$ cat src/include/fbcr_pkg.sv
// Constants, time bases and state type of the fault blink code reporter.
package fbcr_pkg;

  // Clock and timebase.
  localparam int unsigned CLK_PERIOD_NS = 10;
  localparam int unsigned TICK_PERIOD_MS = 100;
  localparam int unsigned TICK_CYCLES = TICK_PERIOD_MS * 1000000 / CLK_PERIOD_NS;
  localparam int unsigned TICK_CNT_W = 24;

  // Durations in milliseconds as the lamp behaviour needs them.
  localparam int unsigned LAMP_TEST_MS = 2000;
  localparam int unsigned GROUP_PAUSE_MS = 2000;
  localparam int unsigned SHORT_FLASH_MS = 400;
  localparam int unsigned LONG_FLASH_MS = 800;
  localparam int unsigned FLASH_GAP_MS = 400;
  localparam int unsigned SERIOUS_BLINK_MS = 400;
  localparam int unsigned PRESS_MIN_MS = 1000;
  localparam int unsigned PRESS_MAX_MS = 3000;
  localparam int unsigned VE_RUN_MS = 25000;

  // Durations in ticks; least times round up, the longest press and the restart run round down.
  localparam int unsigned TW = 9;
  localparam logic [TW-1:0] LAMP_TEST_T = TW'((LAMP_TEST_MS + TICK_PERIOD_MS - 1) / TICK_PERIOD_MS);
  localparam logic [TW-1:0] PAUSE_T = TW'((GROUP_PAUSE_MS + TICK_PERIOD_MS - 1) / TICK_PERIOD_MS);
  localparam logic [TW-1:0] SHORT_T = TW'((SHORT_FLASH_MS + TICK_PERIOD_MS - 1) / TICK_PERIOD_MS);
  localparam logic [TW-1:0] LONG_T = TW'((LONG_FLASH_MS + TICK_PERIOD_MS - 1) / TICK_PERIOD_MS);
  localparam logic [TW-1:0] GAP_T = TW'((FLASH_GAP_MS + TICK_PERIOD_MS - 1) / TICK_PERIOD_MS);
  localparam logic [TW-1:0] BLINK_T = TW'((SERIOUS_BLINK_MS + TICK_PERIOD_MS - 1) / TICK_PERIOD_MS);
  localparam logic [TW-1:0] PRESS_MIN_T = TW'((PRESS_MIN_MS + TICK_PERIOD_MS - 1) / TICK_PERIOD_MS);
  localparam logic [TW-1:0] PRESS_MAX_T = TW'(PRESS_MAX_MS / TICK_PERIOD_MS);
  localparam logic [TW-1:0] VE_RUN_T = TW'(VE_RUN_MS / TICK_PERIOD_MS);

  // Fault codes and fault memory.
  localparam int unsigned DIGIT_W = 4;
  localparam int unsigned CODE_W = 3 * DIGIT_W;
  localparam logic [CODE_W-1:0] NO_FAULT_CODE = 12'h200;
  localparam int unsigned N_SLOTS = 8;
  localparam int unsigned SLOT_W = 3;
  localparam logic [SLOT_W-1:0] PTR_RESET = 3'h7;
  localparam logic [1:0] LAST_GROUP = 2'h2;
  localparam logic [1:0] LONG_GROUP = 2'h1;

  // Pin synchroniser lanes.
  localparam int unsigned SYNC_W = 4;
  localparam int unsigned SY_IGN = 0;
  localparam int unsigned SY_BTN = 1;
  localparam int unsigned SY_START = 2;
  localparam int unsigned SY_VE = 3;

  // Readout sequencer states, Gray coded from RD_IDLE through RD_OFF; the RD_ON to RD_PAUSE step flips two bits.
  typedef enum logic [2:0] {
    RD_IDLE = 3'h0,
    RD_PRE = 3'h1,
    RD_LOAD = 3'h3,
    RD_ON = 3'h2,
    RD_OFF = 3'h6,
    RD_PAUSE = 3'h7
  } fbcr_state_t;

endpackage

$ cat src/hdl/fbcr_reporter.sv
// Fault memory, lamp control and blink code readout of the engine control unit.
// Overview of operation
// [RQ1] Ignition on: all three lamps lit two seconds.
// [RQ2] Serious fault after test: flash, inhibit start.
// [RQ3] Minor fault: lamp steady, engine unaffected.
// [RQ4] Serious fault: flash lamp, command engine shut-off.
// [RQ5] Record each fault when it is signalled; a new code is dropped once all 8 slots are used.
// [RQ6] Memory keeps active and passive faults.
// [RQ7] Lamp off only after clearance and ignition cycle.
// [RQ8] Valid press-release: lamp dark, one code flashed.
// [RQ9] Three groups, two second dark pauses between.
// [RQ10] Groups one, three short; group two long.
// [RQ11] Flash count per group equals code digit.
// [RQ12] Each further press gives next code, wrapping.
// [RQ13] Code readable while its fault persists.
// [RQ14] No active faults: exactly two short flashes.
// [RQ15] Engine variant: one restart, about 25 seconds.
// [RQ16] Code 2.0.0 means no active faults.
// [RQ17] Ignore bad-length presses and presses during readout.
// [RQ18] Durations counted on a fixed tick.
`timescale 1ns/1ps
module fbcr_reporter #(
  parameter int unsigned TICK_CYCLES = fbcr_pkg::TICK_CYCLES
) (
  // Clock and reset.
  input wire logic clk,
  input wire logic nrst,
  // Pins from the operator and the vehicle.
  input wire logic ignition_on,
  input wire logic diag_button,
  input wire logic start_request,
  input wire logic vehicle_engine_variant,
  // Fault detection from the monitoring logic.
  input wire logic fault_det_valid,
  input wire logic [fbcr_pkg::CODE_W-1:0] fault_det_code,
  input wire logic fault_det_serious,
  input wire logic fault_clr_valid,
  input wire logic [fbcr_pkg::CODE_W-1:0] fault_clr_code,
  // Lamps.
  output logic diag_lamp,
  output logic oil_lamp_test,
  output logic coolant_lamp_test,
  // Engine commands and status.
  output logic engine_shutoff,
  output logic start_inhibit,
  output logic readout_busy
);

  // ****************************************
  // Timebase and pin synchronisers
  // ****************************************

  logic tick;
  logic [fbcr_pkg::SYNC_W-1:0] sync1_q;
  logic [fbcr_pkg::SYNC_W-1:0] sync2_q;
  logic ign_prev_q;
  logic btn_prev_q;
  logic start_prev_q;
  logic ign_rise;
  logic btn_fall;
  logic start_rise;
  logic ign;
  logic btn;

  // Fixed rate tick for every duration.
  fbcr_tick_div #(
    .CYCLES(TICK_CYCLES)
  ) u_tick (
    .clk(clk),
    .nrst(nrst),
    .tick(tick) // RQ18
  );

  // Two flip-flops on every pin before logic reads it.
  always_ff @(posedge clk or negedge nrst) begin
    if (!nrst) begin
      sync1_q <= '0;
      sync2_q <= '0;
    end else begin
      sync1_q <= {vehicle_engine_variant, start_request, diag_button, ignition_on};
      sync2_q <= sync1_q;
    end
  end

  // Previous levels for edge detection.
  always_ff @(posedge clk or negedge nrst) begin
    if (!nrst) begin
      ign_prev_q <= 1'b0;
      btn_prev_q <= 1'b0;
      start_prev_q <= 1'b0;
    end else begin
      ign_prev_q <= sync2_q[fbcr_pkg::SY_IGN];
      btn_prev_q <= sync2_q[fbcr_pkg::SY_BTN];
      start_prev_q <= sync2_q[fbcr_pkg::SY_START];
    end
  end

  assign ign = sync2_q[fbcr_pkg::SY_IGN];
  assign btn = sync2_q[fbcr_pkg::SY_BTN];
  assign ign_rise = ign && !ign_prev_q;
  assign btn_fall = !btn && btn_prev_q;
  assign start_rise = sync2_q[fbcr_pkg::SY_START] && !start_prev_q;

  // ****************************************
  // Fault memory
  // ****************************************

  logic [fbcr_pkg::N_SLOTS-1:0] used_q;
  logic [fbcr_pkg::N_SLOTS-1:0] act_q;
  logic [fbcr_pkg::N_SLOTS-1:0] ser_q;
  logic [fbcr_pkg::CODE_W-1:0] code_mem_q [fbcr_pkg::N_SLOTS];
  logic hit;
  logic [fbcr_pkg::SLOT_W-1:0] hit_idx;
  logic have_free;
  logic [fbcr_pkg::SLOT_W-1:0] free_idx;
  logic any_active;
  logic any_serious;

  // Find the slot already holding the code, or the first free slot.
  always_comb begin
    hit = 1'b0;
    hit_idx = '0;
    have_free = 1'b0;
    free_idx = '0;
    for (int i = 0; i < fbcr_pkg::N_SLOTS; i++) begin
      if (!hit && used_q[i] && code_mem_q[i] == fault_det_code) begin
        hit = 1'b1;
        hit_idx = fbcr_pkg::SLOT_W'(i);
      end
      if (!have_free && !used_q[i]) begin
        have_free = 1'b1;
        free_idx = fbcr_pkg::SLOT_W'(i);
      end
    end
  end

  // Clearing marks a fault passive; a detection in the same cycle wins.
  always_ff @(posedge clk or negedge nrst) begin
    if (!nrst) begin
      used_q <= '0;
      act_q <= '0;
      ser_q <= '0;
      for (int i = 0; i < fbcr_pkg::N_SLOTS; i++) begin
        code_mem_q[i] <= '0;
      end
    end else begin
      for (int i = 0; i < fbcr_pkg::N_SLOTS; i++) begin
        if (fault_clr_valid && used_q[i] && code_mem_q[i] == fault_clr_code) begin
          act_q[i] <= 1'b0; // RQ6
        end
      end
      if (fault_det_valid && hit) begin
        act_q[hit_idx] <= 1'b1; // RQ5
        ser_q[hit_idx] <= fault_det_serious;
      end else if (fault_det_valid && have_free) begin
        used_q[free_idx] <= 1'b1; // RQ5
        act_q[free_idx] <= 1'b1;
        ser_q[free_idx] <= fault_det_serious;
        code_mem_q[free_idx] <= fault_det_code;
      end
    end
  end

  assign any_active = |act_q;
  assign any_serious = |(act_q & ser_q);

  // ****************************************
  // Lamp test, fault lamp hold and serious blink
  // ****************************************

  logic test_q;
  logic [fbcr_pkg::TW-1:0] test_cnt_q;
  logic hold_q;
  logic blink_q;
  logic [fbcr_pkg::TW-1:0] blink_cnt_q;

  // Two second lamp test from each ignition switch-on.
  always_ff @(posedge clk or negedge nrst) begin
    if (!nrst) begin
      test_q <= 1'b0;
      test_cnt_q <= '0;
    end else if (ign_rise) begin
      test_q <= 1'b1; // RQ1
      test_cnt_q <= '0;
    end else if (!ign) begin
      test_q <= 1'b0;
    end else if (test_q && tick) begin
      test_cnt_q <= test_cnt_q + 1'b1;
      if (test_cnt_q == fbcr_pkg::LAMP_TEST_T - 1'b1) begin
        test_q <= 1'b0; // RQ1
      end
    end
  end

  // The lamp stays latched until faults clear and ignition cycles; new faults win.
  always_ff @(posedge clk or negedge nrst) begin
    if (!nrst) begin
      hold_q <= 1'b0;
    end else if (fault_det_valid) begin
      hold_q <= 1'b1;
    end else if (ign_rise && !any_active) begin
      hold_q <= 1'b0; // RQ7
    end
  end

  // Free running blink phase for serious faults.
  always_ff @(posedge clk or negedge nrst) begin
    if (!nrst) begin
      blink_q <= 1'b0;
      blink_cnt_q <= '0;
    end else if (tick) begin
      if (blink_cnt_q == fbcr_pkg::BLINK_T - 1'b1) begin
        blink_cnt_q <= '0;
        blink_q <= !blink_q;
      end else begin
        blink_cnt_q <= blink_cnt_q + 1'b1;
      end
    end
  end

  // ****************************************
  // Button press measurement
  // ****************************************

  logic [fbcr_pkg::TW-1:0] press_cnt_q;
  logic press_ok_q;
  logic rd_go;
  fbcr_pkg::fbcr_state_t st_q;

  // Measure the hold time; a press overlapping a readout is spoiled.
  always_ff @(posedge clk or negedge nrst) begin
    if (!nrst) begin
      press_cnt_q <= '0;
      press_ok_q <= 1'b0;
    end else if (!btn) begin
      press_cnt_q <= '0;
      press_ok_q <= 1'b1;
    end else begin
      if (st_q != fbcr_pkg::RD_IDLE) begin
        press_ok_q <= 1'b0; // RQ17
      end
      if (tick && press_cnt_q <= fbcr_pkg::PRESS_MAX_T) begin
        press_cnt_q <= press_cnt_q + 1'b1;
      end
    end
  end

  // Accept the release only for a one to three second press while idle.
  assign rd_go = btn_fall && press_ok_q && ign && st_q == fbcr_pkg::RD_IDLE
    && press_cnt_q >= fbcr_pkg::PRESS_MIN_T && press_cnt_q <= fbcr_pkg::PRESS_MAX_T; // RQ8 RQ17

  // ****************************************
  // Code selection
  // ****************************************

  logic [fbcr_pkg::SLOT_W-1:0] rd_ptr_q;
  logic [fbcr_pkg::SLOT_W-1:0] next_idx;
  logic next_found;
  logic [fbcr_pkg::SLOT_W-1:0] cand;

  // Search onward from the last code shown for the next active one.
  always_comb begin
    next_found = 1'b0;
    next_idx = rd_ptr_q;
    cand = '0;
    for (int i = 1; i <= fbcr_pkg::N_SLOTS; i++) begin
      cand = rd_ptr_q + fbcr_pkg::SLOT_W'(i);
      if (!next_found && act_q[cand]) begin
        next_found = 1'b1; // RQ12 RQ13
        next_idx = cand;
      end
    end
  end

  // ****************************************
  // Readout sequencer
  // ****************************************

  logic [fbcr_pkg::CODE_W-1:0] rd_code_q;
  logic [1:0] grp_q;
  logic [fbcr_pkg::DIGIT_W-1:0] left_q;
  logic [fbcr_pkg::TW-1:0] rd_cnt_q;
  logic [fbcr_pkg::DIGIT_W-1:0] digit;
  logic [fbcr_pkg::TW-1:0] flash_t;

  assign digit = rd_code_q[fbcr_pkg::CODE_W-1-grp_q*fbcr_pkg::DIGIT_W -: fbcr_pkg::DIGIT_W]; // RQ11
  assign flash_t = (grp_q == fbcr_pkg::LONG_GROUP) ? fbcr_pkg::LONG_T : fbcr_pkg::SHORT_T; // RQ10

  // Dark lead-in, then three groups of flashes with dark pauses.
  always_ff @(posedge clk or negedge nrst) begin
    if (!nrst) begin
      st_q <= fbcr_pkg::RD_IDLE;
      rd_ptr_q <= fbcr_pkg::PTR_RESET;
      rd_code_q <= '0;
      grp_q <= '0;
      left_q <= '0;
      rd_cnt_q <= '0;
    end else begin
      case (st_q)
        fbcr_pkg::RD_IDLE: begin
          if (rd_go) begin
            st_q <= fbcr_pkg::RD_PRE; // RQ8
            rd_cnt_q <= '0;
            grp_q <= '0;
            if (next_found) begin
              rd_code_q <= code_mem_q[next_idx];
              rd_ptr_q <= next_idx; // RQ12
            end else begin
              rd_code_q <= fbcr_pkg::NO_FAULT_CODE; // RQ14 RQ16
            end
          end
        end
        fbcr_pkg::RD_PRE, fbcr_pkg::RD_PAUSE: begin
          if (tick) begin
            rd_cnt_q <= rd_cnt_q + 1'b1;
            if (rd_cnt_q == fbcr_pkg::PAUSE_T - 1'b1) begin
              st_q <= fbcr_pkg::RD_LOAD; // RQ9
            end
          end
        end
        fbcr_pkg::RD_LOAD: begin
          rd_cnt_q <= '0;
          left_q <= digit;
          if (digit != '0) begin
            st_q <= fbcr_pkg::RD_ON;
          end else if (grp_q == fbcr_pkg::LAST_GROUP) begin
            st_q <= fbcr_pkg::RD_IDLE;
          end else begin
            grp_q <= grp_q + 1'b1;
            st_q <= fbcr_pkg::RD_PAUSE;
          end
        end
        fbcr_pkg::RD_ON: begin
          if (tick) begin
            rd_cnt_q <= rd_cnt_q + 1'b1;
            if (rd_cnt_q == flash_t - 1'b1) begin
              rd_cnt_q <= '0;
              left_q <= left_q - 1'b1;
              if (left_q != 4'h1) begin
                st_q <= fbcr_pkg::RD_OFF;
              end else if (grp_q == fbcr_pkg::LAST_GROUP) begin
                st_q <= fbcr_pkg::RD_IDLE;
              end else begin
                grp_q <= grp_q + 1'b1;
                st_q <= fbcr_pkg::RD_PAUSE; // RQ9
              end
            end
          end
        end
        fbcr_pkg::RD_OFF: begin
          if (tick) begin
            rd_cnt_q <= rd_cnt_q + 1'b1;
            if (rd_cnt_q == fbcr_pkg::GAP_T - 1'b1) begin
              rd_cnt_q <= '0;
              st_q <= fbcr_pkg::RD_ON;
            end
          end
        end
        default: begin
          st_q <= fbcr_pkg::RD_IDLE;
        end
      endcase
    end
  end

  // ****************************************
  // Restart window of the vehicle engine variant
  // ****************************************

  logic ve_used_q;
  logic ve_win_q;
  logic [fbcr_pkg::TW-1:0] ve_cnt_q;

  // One restart per ignition cycle, timed run before stopping again.
  always_ff @(posedge clk or negedge nrst) begin
    if (!nrst) begin
      ve_used_q <= 1'b0;
      ve_win_q <= 1'b0;
      ve_cnt_q <= '0;
    end else if (ign_rise) begin
      ve_used_q <= 1'b0;
      ve_win_q <= 1'b0;
    end else if (ve_win_q) begin
      if (tick) begin
        ve_cnt_q <= ve_cnt_q + 1'b1;
        if (ve_cnt_q == fbcr_pkg::VE_RUN_T - 1'b1) begin
          ve_win_q <= 1'b0; // RQ15
        end
      end
    end else if (start_rise && sync2_q[fbcr_pkg::SY_VE] && any_serious && !ve_used_q) begin
      ve_used_q <= 1'b1; // RQ15
      ve_win_q <= 1'b1;
      ve_cnt_q <= '0;
    end
  end

  // ****************************************
  // Registered outputs
  // ****************************************

  logic lamp_q;
  logic shutoff_q;
  logic inhibit_q;
  logic test_out_q;

  // Lamp priority: test, readout, serious blink, steady minor.
  always_ff @(posedge clk or negedge nrst) begin
    if (!nrst) begin
      lamp_q <= 1'b0;
      test_out_q <= 1'b0;
      shutoff_q <= 1'b0;
      inhibit_q <= 1'b0;
    end else begin
      test_out_q <= ign && test_q; // RQ1
      shutoff_q <= any_serious && !ve_win_q; // RQ4
      inhibit_q <= ign && !test_q && any_serious && !ve_win_q; // RQ2
      if (!ign) begin
        lamp_q <= 1'b0;
      end else if (test_q) begin
        lamp_q <= 1'b1; // RQ1
      end else if (st_q != fbcr_pkg::RD_IDLE) begin
        lamp_q <= st_q == fbcr_pkg::RD_ON; // RQ8
      end else if (any_serious) begin
        lamp_q <= blink_q; // RQ2 RQ4
      end else begin
        lamp_q <= hold_q || any_active; // RQ3 RQ7
      end
    end
  end

  assign diag_lamp = lamp_q;
  assign oil_lamp_test = test_out_q;
  assign coolant_lamp_test = test_out_q;
  assign engine_shutoff = shutoff_q;
  assign start_inhibit = inhibit_q;
  assign readout_busy = st_q != fbcr_pkg::RD_IDLE;

endmodule

$ cat src/hdl/fbcr_tick_div.sv
// Divider that turns the unit clock into a one-cycle timebase pulse.
`timescale 1ns/1ps
module fbcr_tick_div #(
  parameter int unsigned CYCLES = fbcr_pkg::TICK_CYCLES
) (
  // Clock and reset.
  input wire logic clk,
  input wire logic nrst,
  // Timebase pulse.
  output logic tick
);

  logic [fbcr_pkg::TICK_CNT_W-1:0] cnt_q;
  logic tick_q;

  // Count the clock and emit one pulse per full period.
  always_ff @(posedge clk or negedge nrst) begin
    if (!nrst) begin
      cnt_q <= '0;
      tick_q <= 1'b0;
    end else if (cnt_q == fbcr_pkg::TICK_CNT_W'(CYCLES - 1)) begin
      cnt_q <= '0;
      tick_q <= 1'b1;
    end else begin
      cnt_q <= cnt_q + 1'b1;
      tick_q <= 1'b0;
    end
  end

  assign tick = tick_q;

endmodule

$ cat config.mk
export PLATFORM = sky130hd
export DESIGN_NAME = fbcr_reporter
export DESIGN_NICKNAME = d
export VERILOG_FILES = /design/src/include/fbcr_pkg.sv /design/src/hdl/fbcr_reporter.sv /design/src/hdl/fbcr_tick_div.sv
export SDC_FILE = /design/constraint.sdc
export NUM_CORES = 1
export LEC_CHECK = 0
export ABC_AREA = 0
export BUFFER_PORTS_ARGS = -buffer_cell sky130_fd_sc_hd__clkbuf_2
export CORE_ASPECT_RATIO = 1.4
export CORE_MARGIN = 2
export CORE_UTILIZATION = 40
export CTS_BUF_LIST = sky130_fd_sc_hd__clkbuf_8
export DETAILED_ROUTE_END_ITERATION = 10
export MAX_ROUTING_LAYER = met4
export PLACE_DENSITY = 0.54
export SYNTH_ARGS = -nofsm -noshare
export SYNTH_HDL_FRONTEND = slang
export SYNTH_SLANG_ARGS = --single-unit
export TNS_END_PERCENT = 1
$ cat constraint.sdc
create_clock -name clk -period 6.15 [get_ports clk]
set_input_delay 0 -clock clk [delete_from_list [all_inputs] [get_ports clk]]
set_output_delay 0 -clock clk [all_outputs]
set_load 0.02 [all_outputs]
==> flow_summary.json, run 1 <==
{
  "status": "completed",
  "regArea_mm2": 0.00588,
  "p_comb_frac": 0.277,
  "design_area_mm2": 0.0154,
  "grt_pass1_wl_um": 61800,
  "cts-root-buf": "clkbuf_8",
  "final_max_slew_viol_count": 0,
  "ys_warn_count": 0,
  "postCtsSetupRepairBufs": 0,
  "grt_max_degree": 156,
  "fmax_ghz": 0.202,
  "fillers": 3218,
  "ys.flop_type": "dfrtp_1",
  "worstPathMaxFanout": 19,
  "clk_latency_ns": 0.57,
  "rsz0062_at_grt": "no",
  "portBuffers": 38,
  "clock_skew_ns": 0.0198,
  "p_per_area_mw_per_mm2": 376,
  "p_leak_nw": 6.49,
  "timing.final.ws_setup_ns": 1.20,
  "synth-compound-area-share": 0.0600,
  "netlist_area_mm2": 0.0139,
  "first_pass_iters": 5,
  "wirelength_um": 39400,
  "switching_share": 0.352,
  "ys_types": 65,
  "startpoint": "rd_ptr_q[1]",
  "cts_buffer_depth": 3,
  "start_util": 0.406,
  "post_route_cells_drive_above_1_share": 0.204,
  "cts_tree": "yes",
  "drtIter0Drc": 531,
  "htreeDepth": 2,
  "hp-class": "in2async",
  "vias": 10100,
  "wl_per_cell_um": 21.8,
  "syn_to_final_growth_pct": 11.0,
  "die_x_um": 161,
  "ys_seq_elements": 235,
  "n_antenna_cell": 0,
  "worstMarginPinSlew_ns": 1.02,
  "p_int_mw": 3.75,
  "synthCells": 1307,
  "yosysTopAreaCell": "dfrtp_1",
  "hold_violations": 0,
  "synth.most_common_cell": "dfrtp_1",
  "antenna_found_initial": 0,
  "path_clk_slew_ns": 0.06,
  "rr_startpoint": "rd_ptr_q[1]",
  "grt_pass1_vias": 10400,
  "cap_violations": 0,
  "synth_simple_gate_area_frac": 0.147,
  "critPathCaptureType": "flop",
  "synthAdderAreaFrac": 0.0135,
  "die_h_um": 224,
  "synthTopCellsByArea": "dfrtp_1 (42%), mux2_2 (8.8%), xnor2_1 (8.0%)",
  "io_pins": 39,
  "vias_per_cell": 5.60,
  "coreArea_mm2": 0.0341,
  "dp_slack_ns": 1.17,
  "hpwl_um": 28300,
  "ant_nets": 0,
  "num_rows": 80,
  "synth_top_area_frac": 0.419,
  "yosysSeqAreaShare": 0.425,
  "ir_worst_vdd_mv": 0.227,
  "setup_viol": 0,
  "avgSynthCellArea_um2": 10.6,
  "switchingPower_mw": 2.03,
  "synthArstFlopShare": 1.00,
  "clock-sinks": 235,
  "track_usage": 0.230,
  "drc": 0,
  "worst_setup_path_start_kind": "flop",
  "finalSetupTns_ns": 0,
  "ys_top_cells_by_count": "dfrtp_1 (232), xnor2_1 (127), xor2_1 (116)",
  "crit_arrival_ns": 5.37,
  "synth_xor_area_frac": 0.155,
  "cp_data_required_time_ns": 6.57,
  "numCtsBuffers": 43,
  "post-route-period-util": 0.806,
  "synth.mux.area_fraction": 0.166,
  "die_area_mm2": 0.0362,
  "finalNetCount": 1371,
  "clkPwrFrac": 0.277,
  "max-slew-margin-rel": 0.316,
  "worst-setup-path-type": "reg2reg",
  "place_area_mm2": 0.0144,
  "gp_congestion": 0.918,
  "synth_edf_count": 0,
  "seqPwrFrac": 0.447,
  "syn_nets": 1355,
  "grt.overflow.total": 0,
  "finalCriticalPeriod_ns": 4.95,
  "multi_input_area_mm2": 0.00754,
  "synth_top_family_by_area": "multiplexers",
  "power_mw": 5.78
}
[through the flow]
stage,util,std cells,hold slack [ns]
floorplan,-,1307,-0.296
global placement,0.421,1721,0.0278
detailed placement,0.421,1721,0.0303
CTS,0.451,1807,0.00750
global route,0.451,1807,0.0241
finish,0.451,1807,0.00897
[what timing repair did]
action / 4_1_cts / 5_1_grt
endpoints found under the hold margin: 100 / 0
resized for setup: 0 / 0
hold buffers: 8 / 0
[critical path: stages, from the launching register on]
cell,delay [ns]
dfstp_2,0.80
inv_1,0.15
ha_1,0.73
mux4_2,0.66
mux2i_2,0.28
nand2_1,0.13
nor3b_2,0.25
nand2_1,0.16
o21ai_4,0.66
buf_12,0.24
mux4_2,0.51
mux2i_1,0.15
o21ai_1,0.08
[registers in the layout, indices dropped and copies added (netlist names), 8 cells and up]
register      flops
code_mem_q       96
u_tick.cnt_q     24
rd_code_q        12
blink_cnt_q       9
press_cnt_q       9
rd_cnt_q          9
test_cnt_q        9
ve_cnt_q          9
act_q             8
ser_q             8
used_q            8
[routing by layer]
layer  vias up  wire length [µm]  GRT usage
li1       4640                 -          -
met1      5048             15500      0.261
met2       292             20000      0.392
met3       142              1570     0.0330
met4         0              2410      0.128
met5         -                 0          -
[layout make-up]
type                    instances  share of cell area
inverters                      22             0.00537
repair buffers                 57              0.0252
clock buffers                  51              0.0456
well taps                     451              0.0367
flip-flops and latches        235               0.383
clock inverters                27              0.0142
multi-input cells             964               0.490
[power by group through the flow]
stage	logic (mW)	clock network [mW]	registers [mW]
2_1_floorplan	1.33	0	2.26
3_3_place_gp	1.55	0	2.62
3_5_place_dp	1.59	0	2.60
4_1_cts	1.60	1.65	2.57
5_1_grt	1.73	1.72	2.61
6_report	1.60	1.60	2.58
[path summary, 6_finish.rpt]
path,endpoint,slack (ns),cells past startpoint
max in group asynchronous,sync1_q[2],4.80,3
hold / removal,rd_cnt_q[8],0.009,2
setup / recovery,rd_code_q[4],1.20,12
min in group clk,code_mem_q[65],0.07,2
setup reg to reg,rd_code_q[4],1.20,12
hold reg to reg,sync2_q[2],0.34,0
[placed cells by master (no fill, tap or decap), drive strengths merged, types with 36 or more instances in the layout]
cell type	netlist	layout
dfrtp	232	232
o21ai	59	59
nor2	79	79
mux2i	37	37
inv	22	36
nand3	40	40
nand2	87	87
mux2	108	108
nand4	44	44
xor2	116	116
xnor2	128	128
clkbuf	54	88
[kinds of logic after synthesis]
logic type,count (synthesis)
AOI/OAI and AO/OA,137
xor gates and xnor gates,244
adders and majority gates,15
buffers and inverters,108
DFF,235
muxes,176
and+or+nand+nor,392
(Power assumes the default switching activity.)
==> run 2, diff against run 1 <==
PLACE_DENSITY = 0.56   (was 0.54)
clock period = 4.34 ns   (was 6.15 ns; I/O delays follow)
==> run 2 against run 1 <==
Critical path depth up 1; critical path type unchanged; worst hold slack better by 0.0028 ns; clock skew up 0.0025 ns; global-route usage up 0.65 points; final cell count up 1.1%; wire length up 3.1%; sequential share of layout area down 0.29 points; via count up 1.1%; clock power up 23%.
==> flow_summary.json, run 2 (same netlist as run 1, synthesis figures left out) <==
{
  "worst_setup_path_start_kind": "flop",
  "coreArea_mm2": 0.0341,
  "drc": 0,
  "cts_buffer_depth": 3,
  "start_util": 0.406,
  "vias_per_cell": 5.60,
  "die_x_um": 161,
  "regArea_mm2": 0.00588,
  "place_area_mm2": 0.0146,
  "switchingPower_mw": 2.85,
  "vias": 10200,
  "crit_top_cell": "mux4_2",
  "antenna_found_initial": 2,
  "die_area_mm2": 0.0362,
  "p_comb_frac": 0.297,
  "ant_nets": 0,
  "timing.final.ws_setup_ns": 0.489,
  "finalNetCount": 1402,
  "p_per_area_mw_per_mm2": 514,
  "fillers": 3225,
  "hold_violations": 0,
  "post-route-period-util": 0.887,
  "wl_per_cell_um": 22.3,
  "syn_to_final_growth_pct": 11.9,
  "final_max_slew_viol_count": 0,
  "clkPwrFrac": 0.247,
  "dp_slack_ns": 0.130,
  "grt_max_degree": 103,
  "top_register": "code_mem_q",
  "finalSetupTns_ns": 0,
  "portBuffers": 38,
  "clock-sinks": 235,
  "track_usage": 0.237,
  "first_pass_iters": 5,
  "grt_pass1_wl_um": 63100,
  "num_rows": 80,
  "cts_tree": "yes",
  "grt.overflow.total": 0,
  "hp-class": "in2async",
  "crit_chain": "inv_1 > ha_1 > buf_4 > mux2i_1 > mux4_2 > nand2b_1 > and3_1 > o21ai_0 > xnor2_2 > buf_12 > mux4_2 > mux2_2 > o22a_1",
  "worstMarginPinSlew_ns": 1.15,
  "worstPathMaxFanout": 24,
  "ir_worst_vdd_mv": 0.324,
  "clk_latency_ns": 0.57,
  "drtIter0Drc": 663,
  "largest_reg_flops": 96,
  "power_mw": 7.97,
  "crit_arrival_ns": 4.30,
  "final_common_cell": "dfrtp_1",
  "p_leak_nw": 6.56,
  "die_h_um": 224,
  "mostFrequentLayoutCells": "dfrtp_1 (232), xnor2_1 (126), xor2_1 (116)",
  "multi_input_area_mm2": 0.00754,
  "slowest_stage": "mux4_2",
  "wirelength_um": 40700,
  "gp_congestion": 0.942,
  "reg_top3": "code_mem_q x96, u_tick.cnt_q x24, rd_code_q x12",
  "post_route_cells_drive_above_1_share": 0.217,
  "rsz0062_at_grt": "no",
  "cts-root-buf": "clkbuf_8",
  "hpwl_um": 29600,
  "clock_skew_ns": 0.0223,
  "slowest_delay_ns": 0.55,
  "critPathCaptureType": "flop",
  "fmax_ghz": 0.260,
  "max-slew-margin-rel": 0.227,
  "p_int_mw": 5.11,
  "grt_pass1_vias": 10800,
  "path_clk_slew_ns": 0.06,
  "cap_violations": 0,
  "design_area_mm2": 0.0155,
  "status": "completed",
  "cp_data_required_time_ns": 4.79,
  "final_core_util": 0.454,
  "post_cts_resized": 0,
  "seqPwrFrac": 0.457,
  "io_pins": 39,
  "numCtsBuffers": 42,
  "switching_share": 0.358,
  "worst-setup-path-type": "reg2reg",
  "setup_viol": 0,
  "finalCriticalPeriod_ns": 3.85,
  "htreeDepth": 2
}
## run 2: cell count changes in the layout (fill, tap and decap cells not counted), moves of 2 or more
cell / before / now
buf_12: 2 / 4
buf_4: 9 / 38
bufinv_16: 4 / 0
clkinv_2: 9 / 2
inv_1: 35 / 31
## run 2: path summary, 6_finish.rpt
kind / to / cells past startpoint / startpoint / slack (ns)
setup / recovery: rd_code_q[9] / 13 / rd_ptr_q[1] / 0.49
hold reg to reg: sync2_q[3] / 0 / sync1_q[3] / 0.35
min in group clk: code_mem_q[24] / 2 / fault_det_code[0] / 0.08
hold / removal: blink_cnt_q[5] / 2 / nrst / 0.01
setup reg to reg: rd_code_q[9] / 13 / rd_ptr_q[1] / 0.49
max in group asynchronous: code_mem_q[8] / 3 / nrst / 3.16
## run 2: what timing repair did
| action | in CTS | in global routing |
|---|---|---|
| hold buffers | 9 | 0 |
| buffers inserted | 0 | 4 |
| hold endpoints to repair | 104 | 0 |
| setup endpoints to repair | 0 | 8 |
## run 2: power groups by stage
stage / combinational, mW / clock (mW) / sequential, mW
after global routing: 2.56 / 2.12 / 3.67
after CTS: 2.35 / 2.04 / 3.63
after detailed placement: 2.34 / 0 / 3.66
after global placement: 2.27 / 0 / 3.68
after floorplan: 1.88 / 0 / 3.20
final: 2.36 / 1.97 / 3.64
## run 2: layout make-up
class / instances / share of cell area
flip-flops and latches: 235 / 0.380
inverters: 22 / 0.00533
clock buffers: 52 / 0.0462
well taps: 451 / 0.0364
diodes: 1 / 0.000161
clock inverters: 13 / 0.00355
repair buffers: 89 / 0.0423
multi-input cells: 964 / 0.486
## run 2: layer usage
metal	vias to the layer above	global-route usage	routed length, µm	share of wire
met2	300	0.412	20900	0.51
met4	0	0.147	2680	0.066
met3	143	0.0322	1560	0.038
li1	4672	-	-	-
met1	5116	0.255	15500	0.38
met5	-	-	0	0
## run 2: per-stage QoR
step | cells | hold WS [ns]
2_1_floorplan | 1307 | -0.296
3_3_place_gp | 1748 | 0.0485
3_5_place_dp | 1748 | 0.0480
4_1_cts | 1822 | 0.0318
5_1_grt | 1827 | 0.0542
6_report | 1827 | 0.0118
## run 2: worst max-delay path, delay by kind of cell, from the launching register on
kind / cells / cell delay, ns
multiplexers: 4 / 1.26
flip-flops: 1 / 0.53
adder cells (fa/ha/maj): 1 / 0.32
XOR/XNOR: 1 / 0.19
buffers and inverters: 3 / 0.53
AO/OA/AOI/OAI: 2 / 0.52
AND/OR/NAND/NOR: 2 / 0.36
